[src/sprite_plane_pkg.sv]
// package: register map, field layout, reset values and carrier types of the sprite plane
package sprite_plane_pkg;

  // ------------------------------------------------------------
  // register offsets
  // ------------------------------------------------------------
  localparam logic [19:0] SPRITE_CONTROL_OFFSET = 20'h7_2180; // control register
  localparam logic [19:0] SPRITE_PITCH_OFFSET   = 20'h7_2188; // line pitch
  localparam logic [19:0] SPRITE_POS_OFFSET     = 20'h7_218C; // position
  localparam logic [19:0] SPRITE_SIZE_OFFSET    = 20'h7_2190; // size
  localparam logic [19:0] SPRITE_SCALE_OFFSET   = 20'h7_2194; // scale
  localparam logic [19:0] SPRITE_SURF_OFFSET    = 20'h7_219C; // surface base, arms update

  // ------------------------------------------------------------
  // control field positions
  // ------------------------------------------------------------
  localparam int CTL_ENABLE_BIT    = 31;
  localparam int CTL_GAMMA_BIT     = 30;
  localparam int CTL_EXCESS_BIT    = 28;
  localparam int CTL_RANGE_DIS_BIT = 27;
  localparam int CTL_FMT_HI        = 26;
  localparam int CTL_FMT_LO        = 25;
  localparam int CTL_PIPE_CONV_BIT = 24;
  localparam int CTL_SRCKEY_BIT    = 22;
  localparam int CTL_EXTRANGE_BIT  = 21;
  localparam int CTL_ORDER_BIT     = 20;
  localparam int CTL_CONV_DIS_BIT  = 19;
  localparam int CTL_YUV709_BIT    = 18;
  localparam int CTL_BYTEORD_HI    = 17;
  localparam int CTL_BYTEORD_LO    = 16;
  localparam int CTL_ROTATE_BIT    = 15;
  localparam int CTL_TILED_BIT     = 10;
  localparam int CTL_DSTKEY_BIT    = 2;

  // writable bits; all other control positions are reserved and read zero
  localparam logic [31:0] CTL_RW_MASK_BASE = 32'hDF4F_8404; // 21:20 reserved, 22 is keying
  localparam logic [31:0] CTL_RW_MASK_EXT  = 32'hDF7F_8404; // 21:20 writable
  localparam logic [31:0] CTL_RESET        = 32'h0000_0000;
  localparam logic [31:0] PITCH_RW_MASK    = 32'h0000_7FC0; // bits 14:6
  localparam logic [31:0] REG_RESET        = 32'h0000_0000;

  // ------------------------------------------------------------
  // source format and byte order codes
  // ------------------------------------------------------------
  localparam logic [1:0] FMT_YUV422  = 2'b00;
  localparam logic [1:0] FMT_RGB2101 = 2'b01;
  localparam logic [1:0] FMT_BGRX888 = 2'b10;
  localparam logic [1:0] ORD_YUYV    = 2'b00;
  localparam logic [1:0] ORD_UYVY    = 2'b01;
  localparam logic [1:0] ORD_YVYU    = 2'b10;
  localparam logic [1:0] ORD_VYUY    = 2'b11;
  localparam int         BLEND_BPP   = 12; // pixel width entering the blender

  // ------------------------------------------------------------
  // carrier types
  // ------------------------------------------------------------
  typedef enum logic [1:0] {
    YUYV_E = 2'b00, UYVY_E = 2'b01, YVYU_E = 2'b10, VYUY_E = 2'b11
  } byte_order_e;

  // decoded datapath steering presented to the plane pipeline
  typedef struct packed {
    logic        enable;         // plane produces pixels
    logic        fetch_en;       // memory fetches allowed
    logic        transparent;    // output forced transparent
    logic        pipe_gamma;     // route through pipe gamma
    logic        pipe_conv;      // route through pipe colour-space converter
    logic        is_yuv;         // source is packed yuv 4:2:2
    logic        is_rgb;         // source is an rgb format
    logic        fmt_reserved;   // reserved format code selected
    logic        rgb_10bit;      // 2:10:10:10 source
    logic        red_low_order;  // red_low_pixel_order chosen
    logic        yuv_convert;    // internal yuv to rgb conversion active
    logic        range_compress; // yuv range compression active
    logic        bt709;          // yuv matrix select
    logic        excess512;      // excess-512 handling
    logic        fit_unit_range; // map source into 0..1 of extended range
    logic        src_key;        // source keying active
    logic        dst_key;        // destination keying active
    logic        rotate180;      // rotation
    logic        tiled;          // tiled surface
    byte_order_e yuv_order;      // yuv byte arrangement
    logic [4:0]  out_bpp;        // bits per pixel into the blender
  } plane_steer_s;

endpackage : sprite_plane_pkg

[src/sprite_ctl_decode.sv]
// sprite control decoder: turns the active control word into datapath steering
`timescale 1ns/1ps
`default_nettype none

module sprite_ctl_decode
  import sprite_plane_pkg::*;
#(
  parameter bit EXT_VARIANT = 1'b0 // variant with 2:10:10:10, order and extended range
) (
  input  wire logic [31:0]  ctl_i,          // active control word
  input  wire logic         pipe_ext_range_i, // pipe runs in extended range
  output var plane_steer_s  steer_o         // decoded steering
);

  // ------------------------------------------------------------
  // field decode
  // ------------------------------------------------------------
  wire logic [1:0] fmt       = ctl_i[CTL_FMT_HI:CTL_FMT_LO];
  wire logic       en        = ctl_i[CTL_ENABLE_BIT];
  wire logic       yuv       = (fmt == FMT_YUV422);
  wire logic       blue_low  = (fmt == FMT_BGRX888);
  wire logic       rgb10     = EXT_VARIANT && (fmt == FMT_RGB2101);
  wire logic       rgb       = blue_low | rgb10;
  // 11b always reserved, 01b reserved outside the extended variant
  wire logic       reserved  = !(yuv | rgb);
  // colour order applies only to rgb sources
  wire logic       red_low   = EXT_VARIANT && rgb && ctl_i[CTL_ORDER_BIT];
  wire logic       convert   = yuv && !ctl_i[CTL_CONV_DIS_BIT];
  wire logic       compress  = yuv && !ctl_i[CTL_RANGE_DIS_BIT];
  wire logic       fit_unit  = EXT_VARIANT && pipe_ext_range_i
                               && !ctl_i[CTL_EXTRANGE_BIT];

  // ------------------------------------------------------------
  // steering assembly
  // ------------------------------------------------------------
  assign steer_o.enable         = en;
  assign steer_o.fetch_en       = en;
  assign steer_o.transparent    = !en;
  assign steer_o.pipe_gamma     = ctl_i[CTL_GAMMA_BIT];
  assign steer_o.pipe_conv      = ctl_i[CTL_PIPE_CONV_BIT];
  assign steer_o.is_yuv         = yuv;
  assign steer_o.is_rgb         = rgb;
  assign steer_o.fmt_reserved   = reserved;
  assign steer_o.rgb_10bit      = rgb10;
  assign steer_o.red_low_order  = red_low;
  assign steer_o.yuv_convert    = convert;
  assign steer_o.range_compress = compress;
  assign steer_o.bt709          = yuv && ctl_i[CTL_YUV709_BIT];
  assign steer_o.excess512      = yuv && ctl_i[CTL_EXCESS_BIT];
  assign steer_o.fit_unit_range = fit_unit;
  assign steer_o.src_key        = ctl_i[CTL_SRCKEY_BIT];
  assign steer_o.dst_key        = ctl_i[CTL_DSTKEY_BIT];
  assign steer_o.rotate180      = ctl_i[CTL_ROTATE_BIT];
  assign steer_o.tiled          = ctl_i[CTL_TILED_BIT];
  // byte order only meaningful for yuv; forced to default otherwise
  assign steer_o.yuv_order      = yuv ? byte_order_e'(ctl_i[CTL_BYTEORD_HI:CTL_BYTEORD_LO])
                                      : YUYV_E;
  assign steer_o.out_bpp        = 5'(BLEND_BPP);

endmodule : sprite_ctl_decode

`default_nettype wire

[src/sprite_plane_ctl.sv]
// sprite plane control bank: double-buffered registers, arming and pixel keying
// Operation
// - actives load at vblank/pipe-off after arm, or unenabled
// - one plane instance serves exactly one pipe
// - enable bit 31 drives fetch, else transparent
// - enable write held until self-refresh exit done
// - bit 27 clear: yuv range compressed
// - format 00b yuv422, 10b blue-low, others reserved
// - extended variant: 01b is 2:10:10:10 rgb
// - every format leaves as 12 bits per pixel
// - bit 24 routes through pipe colour converter
// - source key makes in-range pixels transparent
// - extended pipe, bit 21 clear: fit 0..1
// - bit 20 picks blue-low or red-low rgb order
// - bit 19 clear: yuv through internal converter
// - bits 17:16 pick one of four yuv orders
`timescale 1ns/1ps
`default_nettype none

module sprite_plane_ctl
  import sprite_plane_pkg::*;
#(
  parameter bit         EXT_VARIANT = 1'b0,     // second device variant
  parameter logic [1:0] PIPE_ID     = 2'h0      // pipe this plane is bound to
) (
  input  wire logic        clk_i,              // display clock, 10 MHz
  input  wire logic        rst_i,              // asynchronous, active high
  // documented register access
  input  wire logic        reg_wr_i,           // write strobe
  input  wire logic        reg_rd_i,           // read strobe
  input  wire logic [19:0] reg_addr_i,         // byte offset
  input  wire logic [31:0] reg_wdata_i,        // write data
  output logic      [31:0] reg_rdata_o,        // read data, registered
  output logic             reg_rvalid_o,       // read data valid pulse
  // pipe status
  input  wire logic        vblank_start_i,     // start of vertical blank pulse
  input  wire logic        pipe_enabled_i,     // pipe running
  input  wire logic        pipe_ext_range_i,   // pipe in extended range
  input  wire logic        sr_exiting_i,       // deep-buffer self-refresh exiting
  // pixel path for keying
  input  wire logic [23:0] pix_i,              // source pixel
  input  wire logic        pix_valid_i,        // source pixel valid
  input  wire logic [23:0] key_min_i,          // key range low
  input  wire logic [23:0] key_max_i,          // key range high
  output logic             pix_transparent_o,  // pixel made transparent
  output logic             pix_valid_o,        // pixel qualifier
  // active settings
  output logic      [31:0] active_ctl_o,       // active control word
  output logic      [31:0] active_pitch_o,     // active line pitch
  output logic      [31:0] active_pos_o,       // active position
  output logic      [31:0] active_size_o,      // active size
  output logic      [31:0] active_scale_o,     // active scale
  output logic      [1:0]  pipe_id_o,          // bound pipe
  output var plane_steer_s steer_o,            // registered steering
  output logic             armed_o             // update armed
);

  // ------------------------------------------------------------
  // address decode
  // ------------------------------------------------------------
  localparam logic [31:0] CTL_MASK = EXT_VARIANT ? CTL_RW_MASK_EXT : CTL_RW_MASK_BASE;

  wire logic hit_ctl   = reg_addr_i == SPRITE_CONTROL_OFFSET;
  wire logic hit_pitch = reg_addr_i == SPRITE_PITCH_OFFSET;
  wire logic hit_pos   = reg_addr_i == SPRITE_POS_OFFSET;
  wire logic hit_size  = reg_addr_i == SPRITE_SIZE_OFFSET;
  wire logic hit_scale = reg_addr_i == SPRITE_SCALE_OFFSET;
  wire logic hit_surf  = reg_addr_i == SPRITE_SURF_OFFSET;

  // staged (written) copies, used for readback
  logic [31:0] ctl_reg, pitch_reg, pos_reg, size_reg, scale_reg, surf_reg;
  logic [31:0] ctl_next;
  logic        armed_reg;        // surface written, awaiting update point
  logic        hold_en_reg;      // enable write deferred by self-refresh exit

  // ------------------------------------------------------------
  // enable deferral during self-refresh exit
  // ------------------------------------------------------------
  // while exiting, an enabling write keeps the old enable bit staged;
  // the enable is merged in once the exit finishes
  wire logic wr_ctl     = reg_wr_i && hit_ctl;
  wire logic wr_enables = wr_ctl && reg_wdata_i[CTL_ENABLE_BIT] && !ctl_reg[CTL_ENABLE_BIT];
  wire logic defer_en   = wr_enables && sr_exiting_i;
  wire logic release_en = hold_en_reg && !sr_exiting_i;

  always_comb begin
    ctl_next = ctl_reg;
    if (wr_ctl) begin
      ctl_next = reg_wdata_i & CTL_MASK;
      if (defer_en) begin
        ctl_next[CTL_ENABLE_BIT] = 1'b0;
      end
    end
    if (release_en && !(wr_ctl && !reg_wdata_i[CTL_ENABLE_BIT])) begin
      ctl_next[CTL_ENABLE_BIT] = 1'b1;
    end
  end

  // ------------------------------------------------------------
  // update point
  // ------------------------------------------------------------
  // sprite not yet enabled: staged values pass through at once
  wire logic not_enabled = !active_ctl_o[CTL_ENABLE_BIT];
  wire logic at_point    = vblank_start_i || !pipe_enabled_i;
  wire logic arm_now     = reg_wr_i && hit_surf;
  wire logic do_update   = (armed_reg && at_point) || not_enabled;

  // ------------------------------------------------------------
  // staged registers
  // ------------------------------------------------------------
  always_ff @(posedge clk_i or posedge rst_i) begin
    if (rst_i) begin
      ctl_reg     <= CTL_RESET;
      pitch_reg   <= REG_RESET;
      pos_reg     <= REG_RESET;
      size_reg    <= REG_RESET;
      scale_reg   <= REG_RESET;
      surf_reg    <= REG_RESET;
      hold_en_reg <= 1'b0;
    end else begin
      ctl_reg <= ctl_next;
      if (reg_wr_i && hit_pitch) pitch_reg <= reg_wdata_i & PITCH_RW_MASK;
      if (reg_wr_i && hit_pos)   pos_reg   <= reg_wdata_i;
      if (reg_wr_i && hit_size)  size_reg  <= reg_wdata_i;
      if (reg_wr_i && hit_scale) scale_reg <= reg_wdata_i;
      if (arm_now)               surf_reg  <= reg_wdata_i;
      // a new deferral wins over release in the same cycle
      if (defer_en) begin
        hold_en_reg <= 1'b1;
      end else if (release_en || (wr_ctl && !reg_wdata_i[CTL_ENABLE_BIT])) begin
        hold_en_reg <= 1'b0;
      end
    end
  end

  // ------------------------------------------------------------
  // arm flag: set by surface write, cleared at update; set wins
  // ------------------------------------------------------------
  always_ff @(posedge clk_i or posedge rst_i) begin
    if (rst_i) begin
      armed_reg <= 1'b0;
    end else if (arm_now) begin
      armed_reg <= 1'b1;
    end else if (do_update) begin
      armed_reg <= 1'b0;
    end
  end

  // ------------------------------------------------------------
  // active copies
  // ------------------------------------------------------------
  // the staged values held during this cycle are taken, so a write landing
  // in the same cycle as an update reaches the actives only at a later update
  always_ff @(posedge clk_i or posedge rst_i) begin
    if (rst_i) begin
      active_ctl_o   <= CTL_RESET;
      active_pitch_o <= REG_RESET;
      active_pos_o   <= REG_RESET;
      active_size_o  <= REG_RESET;
      active_scale_o <= REG_RESET;
    end else if (do_update) begin
      active_ctl_o   <= ctl_reg;
      active_pitch_o <= pitch_reg;
      active_pos_o   <= pos_reg;
      active_size_o  <= size_reg;
      active_scale_o <= scale_reg;
    end
  end

  // ------------------------------------------------------------
  // steering decode and registration
  // ------------------------------------------------------------
  plane_steer_s steer_w;

  sprite_ctl_decode #(
    .EXT_VARIANT (EXT_VARIANT)
  ) u_decode (
    .ctl_i            (active_ctl_o),
    .pipe_ext_range_i (pipe_ext_range_i),
    .steer_o          (steer_w)
  );

  always_ff @(posedge clk_i or posedge rst_i) begin
    if (rst_i) begin
      steer_o   <= '0;
      pipe_id_o <= 2'h0;
      armed_o   <= 1'b0;
    end else begin
      steer_o   <= steer_w;
      pipe_id_o <= PIPE_ID;
      armed_o   <= armed_reg;
    end
  end

  // ------------------------------------------------------------
  // source keying
  // ------------------------------------------------------------
  // key compare is per channel inclusive range; destination keying is
  // handled by the blender and not combined here
  function automatic logic in_range(input logic [23:0] p, lo, hi);
    in_range = (p[23:16] >= lo[23:16]) && (p[23:16] <= hi[23:16]) &&
               (p[15:8]  >= lo[15:8])  && (p[15:8]  <= hi[15:8])  &&
               (p[7:0]   >= lo[7:0])   && (p[7:0]   <= hi[7:0]);
  endfunction : in_range

  wire logic key_hit = steer_w.src_key && in_range(pix_i, key_min_i, key_max_i);

  always_ff @(posedge clk_i or posedge rst_i) begin
    if (rst_i) begin
      pix_transparent_o <= 1'b1;
      pix_valid_o       <= 1'b0;
    end else begin
      pix_valid_o       <= pix_valid_i && steer_w.fetch_en;
      pix_transparent_o <= steer_w.transparent || key_hit;
    end
  end

  // ------------------------------------------------------------
  // readback: staged values; unmapped offsets read zero
  // ------------------------------------------------------------
  wire logic [31:0] rd_mux = hit_ctl   ? ctl_reg   :
                             hit_pitch ? pitch_reg :
                             hit_pos   ? pos_reg   :
                             hit_size  ? size_reg  :
                             hit_scale ? scale_reg :
                             hit_surf  ? surf_reg  : 32'h0000_0000;

  always_ff @(posedge clk_i or posedge rst_i) begin
    if (rst_i) begin
      reg_rdata_o  <= 32'h0000_0000;
      reg_rvalid_o <= 1'b0;
    end else begin
      reg_rvalid_o <= reg_rd_i;
      reg_rdata_o  <= reg_rd_i ? rd_mux : 32'h0000_0000;
    end
  end

endmodule : sprite_plane_ctl

`default_nettype wire

[config.mk]
export PLATFORM = sky130hd
export DESIGN_NAME = sprite_plane_ctl
export DESIGN_NICKNAME = d
export VERILOG_FILES = /design/src/sprite_plane_pkg.sv /design/src/sprite_ctl_decode.sv /design/src/sprite_plane_ctl.sv
export SDC_FILE = /design/constraint.sdc
export NUM_CORES = 1
export LEC_CHECK = 0
export BUFFER_PORTS_ARGS = -buffer_cell sky130_fd_sc_hd__buf_2
export CAP_MARGIN = 40
export CORE_UTILIZATION = 40
export DETAILED_ROUTE_END_ITERATION = 7
export HOLD_SLACK_MARGIN = 0.06
export SYNTH_ARGS = -nofsm -noshare
export SYNTH_HDL_FRONTEND = slang
export SYNTH_HIERARCHICAL = 1
export SYNTH_SLANG_ARGS = --single-unit
[constraint.sdc]
create_clock -name clk_i -period 18.11 [get_ports clk_i]
set_clock_uncertainty 0.05 [all_clocks]
set_input_delay 1.811 -clock clk_i [delete_from_list [all_inputs] [get_ports clk_i]]
set_output_delay 1.811 -clock clk_i [all_outputs]
set_load 0.02 [all_outputs]
==> run summary <==
OUTCOME
----------------------------------------------------------------------------------
Outcome                                                               finished, final reports clean

FINISH
----------------------------------------------------------------------------------
Layout overhead on the synthesized area                                      21.1%
NumNets Final                                                                 1586
Share of final-layout standard cells stronger than drive strength 1          0.488

WORST HOLD PATH
----------------------------------------------------------------------------------
Class of the tightest hold or removal check                           flop to flop
Worst Min Path Start                                                     armed_reg
Cell count of the worst hold path                                                0
Worst min-delay path endpoint                                              armed_o

GLOBAL ROUTE
----------------------------------------------------------------------------------
Met3 Track Usage GR                                                         0.0499
Total routing resource utilization after global routing                      0.207
Overflow after GRT                                                               0
Global-route wire length before repair                                     59.9 mm
Largest net degree at the start of global routing                              112
Met1 track demand over resource                                              0.262
Most utilized layer in the global route result                                met2
Met2 track utilization from global routing                                   0.356
Number of global-route vias before repair                                    10092
Initial antenna violation count                                                  5

WORST SETUP PATH
----------------------------------------------------------------------------------
Crit path DAT                                                              4.90 ns
Worst r2r path cells                                                             5
Origin of the critical flop-to-flop path                              active_ctl_o[31]
FF-to-FF setup slack                                                      15.62 ns
Critical setup path kind                                              input port to flop
CP Data Required Time                                                     18.46 ns
Endpoint class of the critical path                                           flop
Launching element type of the critical path                             input port
Worst r2r dst                                                         active_pos_o[16]
Max Fanout on Critical Path                                                     32

FLOORPLAN
----------------------------------------------------------------------------------
Floorplan die height                                                        195 um
Chip Width                                                                  195 um
Standard cell core area                                                  36700 um2
Io pins                                                                        357
Overall die area                                                         38100 um2
Starting Density                                                             0.407
Count of standard-cell rows                                                     70

CLOCK NETWORK
----------------------------------------------------------------------------------
Maximum number of buffers from clock root to sink                                3
Buffers inserted during post-CTS setup optimization                              0
Number of clock buffers inserted by TritonCTS                                   37
Clock Pin Slew Worst Setup and Hold Paths                                  0.06 ns
H-tree depth reported by CTS                                                     2
Number of sinks on the clock net                                               336
Source-to-sink clock delay at the later pin of the worst-skew pair         0.54 ns
Post-cts gate resize count                                                       0
Clock tree from TritonCTS                                                    built
Clock root buffer                                                     sky130_fd_sc_hd__clkbuf_16
Hold-fix buffers at CTS                                                          0

SYNTH
----------------------------------------------------------------------------------
Dominant synthesized flop cell                                        sky130_fd_sc_hd__dfrtp_1
Synthesized flop and latch total                                               336
Number of distinct library cells after synthesis                                55
Async SR Flop Fraction                                                        1.00
Yosys warning total                                                              6
Portion of the post-synthesis area used by sequential elements               0.563
Average footprint of a synthesized cell                                   13.6 um2
Synth Instances                                                               1098
Number of flops mapped to enable cells by yosys                                  0
Mapped Area                                                              14900 um2

DRT
----------------------------------------------------------------------------------
Count of vias placed by the detailed router                                   9699
Antenna-violating nets left                                                      0
Initial DRC count                                                              438
WL per Instance                                                            20.5 um
DRC viols                                                                        0
DR vias/cell                                                                  5.10
Total wirelength of the detailed-routed design                             38.9 mm
Detailed-router iteration count before antenna repair                            5

STA
----------------------------------------------------------------------------------
Actual slew at the worst max-slew pin                                     0.870 ns
Fmax                                                                     0.220 GHz
Setup violation total in the final timing report                                 0
TNS Setup                                                                     0 ns
Final critical-path required period                                        4.55 ns
Max-slew violation total from the final report                                   0
Fraction of the cycle the final worst path needs                             0.251
Unrepaired setup endpoints after global routing                                 no
Slew HR                                                                      0.420
Number of hold violations in the final report                                    0
Setup ws final                                                            13.56 ns

POWER
----------------------------------------------------------------------------------
Highest ir drop seen on vdd                                                88.1 uV
Lkg Pwr                                                                    9.91 nW
Areal power density over the cells                                     86.7 nW/um2

PLACED DESIGN
----------------------------------------------------------------------------------
Port-buffer cells                                                              313
Final weighted congestion of routability-driven global placement             0.775
Setup slack at placement                                                  13.00 ns
DP HPWL                                                                    26.7 mm

JOB
----------------------------------------------------------------------------------
Max Cap Violations                                                               0

## cells in the final DEF (no fill, tap or decap), drive strengths merged, types with 2 or more instances in the layout
cell     netlist  layout
o211ai         3       3
a21o           6       6
o41ai          2       2
o2111ai        2       2
nand2b         3       3
clkinv         0      10
nor2b         14      14
a32oi          8       8
a211oi         4       4
nor4           2       2
nor3           6       6
and3           4       4
a2bb2oi       13      13
o22ai          9       9
a22o          10      10
conb           3      50
o21ai         24      24
nand3          5       5
ha            48      48
mux2         278     278
nor2          38      38
buf           81     336
diode          0       3
nand2         22      22
o21a           3       3
clkbuf        34      50
a21oi         28      28
a222oi         9       9
nand4          6       6
nor3b          5       5
inv           55      56
dfrtp        335     335
mux2i         24      24
## layer usage
metal / part of all wire / wire length [um] / up-vias
met5: 0.00080 / 31 / -
met4: 0.017 / 654 / 4
met3: 0.061 / 2390 / 56
met2: 0.50 / 19300 / 297
met1: 0.42 / 16500 / 4921
li1: - / - / 4421
## critical path, cell delays in order
cell and delay (ns):
sky130_fd_sc_hd__buf_2 0.10, sky130_fd_sc_hd__nor4_1 0.42, sky130_fd_sc_hd__nand3_1 0.38, sky130_fd_sc_hd__or4_1 0.81, sky130_fd_sc_hd__nor2_8 0.34, sky130_fd_sc_hd__nand2_4 0.52
sky130_fd_sc_hd__mux2_4 0.49
## area by class of cell
class                      instances  area [um2]
inverter                          55         214
timing repair buffer             336        1870
clock inverter                    13         123
sequential                       336        8410
multi-input combinational        639        5810
antenna                            3        7.51
tap                              468         586
clock buffer                      50        1070
fill                            3274       18600
## synth_stat cells, types with 2 or more instances
cell type	number	area, um2
sky130_fd_sc_hd__o21a_1	3	22.5
sky130_fd_sc_hd__a32oi_1	8	70.1
sky130_fd_sc_hd__nand4_1	6	37.5
sky130_fd_sc_hd__buf_6	5	56.3
sky130_fd_sc_hd__nor2b_1	13	81.3
sky130_fd_sc_hd__nor3b_2	4	50.1
sky130_fd_sc_hd__a22o_1	10	87.6
sky130_fd_sc_hd__nor3_2	3	30.0
sky130_fd_sc_hd__a21oi_1	28	140
sky130_fd_sc_hd__dfrtp_1	335	8380
sky130_fd_sc_hd__conb_1	3	11.3
sky130_fd_sc_hd__mux2i_1	24	240
sky130_fd_sc_hd__o211ai_1	3	22.5
sky130_fd_sc_hd__o21ai_0	24	120
sky130_fd_sc_hd__a222oi_1	9	90.1
sky130_fd_sc_hd__buf_4	63	473
sky130_fd_sc_hd__buf_1	3	11.3
sky130_fd_sc_hd__inv_1	55	206
sky130_fd_sc_hd__mux2_4	30	450
sky130_fd_sc_hd__nand2b_1	3	18.8
sky130_fd_sc_hd__nor2_1	36	135
sky130_fd_sc_hd__nand3_1	5	25.0
sky130_fd_sc_hd__o22ai_1	9	56.3
sky130_fd_sc_hd__buf_2	10	50.1
sky130_fd_sc_hd__nor4_1	2	12.5
sky130_fd_sc_hd__a2bb2oi_1	13	114
sky130_fd_sc_hd__ha_1	48	601
sky130_fd_sc_hd__a211oi_1	4	30.0
sky130_fd_sc_hd__mux2_2	248	2790
sky130_fd_sc_hd__o2111ai_1	2	17.5
sky130_fd_sc_hd__nand2_1	21	78.8
sky130_fd_sc_hd__a21o_1	6	45.0
sky130_fd_sc_hd__clkbuf_1	34	128
sky130_fd_sc_hd__nor3_1	3	15.0
sky130_fd_sc_hd__and3_1	4	25.0
sky130_fd_sc_hd__o41ai_1	2	17.5
## how the worst max path moves through the flow
stage / startpoint / cells after the start / slack (ns) / end
3_5_place_dp: reg_addr_i[11] / 7 / 13.00 / scale_reg[22]
6_report: reg_addr_i[11] / 7 / 13.56 / scale_reg[18]
5_1_grt: reg_addr_i[11] / 7 / 13.45 / scale_reg[15]
3_3_place_gp: reg_addr_i[11] / 6 / 12.75 / surf_reg[17]
4_1_cts: reg_addr_i[11] / 7 / 13.52 / scale_reg[18]
2_1_floorplan: rst_i / 1 / 6.94 / active_ctl_o[10]
## metrics by stage
stage	std cells	hold slack (ns)	power (mW)	area, um2	util
after floorplan	1145	0.319	0.819	15100	-
after global placement	1822	0.331	0.845	16700	0.454
after detailed placement	1834	0.342	0.849	16900	0.460
after CTS	1897	0.356	1.59	18100	0.493
after global routing	1898	0.363	1.63	18100	0.493
final	1900	0.353	1.57	18100	0.493
## logic make-up after synthesis
family          after synthesis  synth area share
compound gates              128            0.0600
fa+ha+maj                    48            0.0402
buf+inv                     170            0.0619
flops                       336             0.563
mux                         302             0.233
other cells                   3          0.000753
simple gates                111            0.0416
## power breakdown
part	internal (mW)	total, mW	switching (mW)
Combinational	0.0267	0.0818	0.0551
Clock	0.431	0.734	0.303
Sequential	0.752	0.752	0.000340
Note: power is estimated with default switching activity, not from simulation.
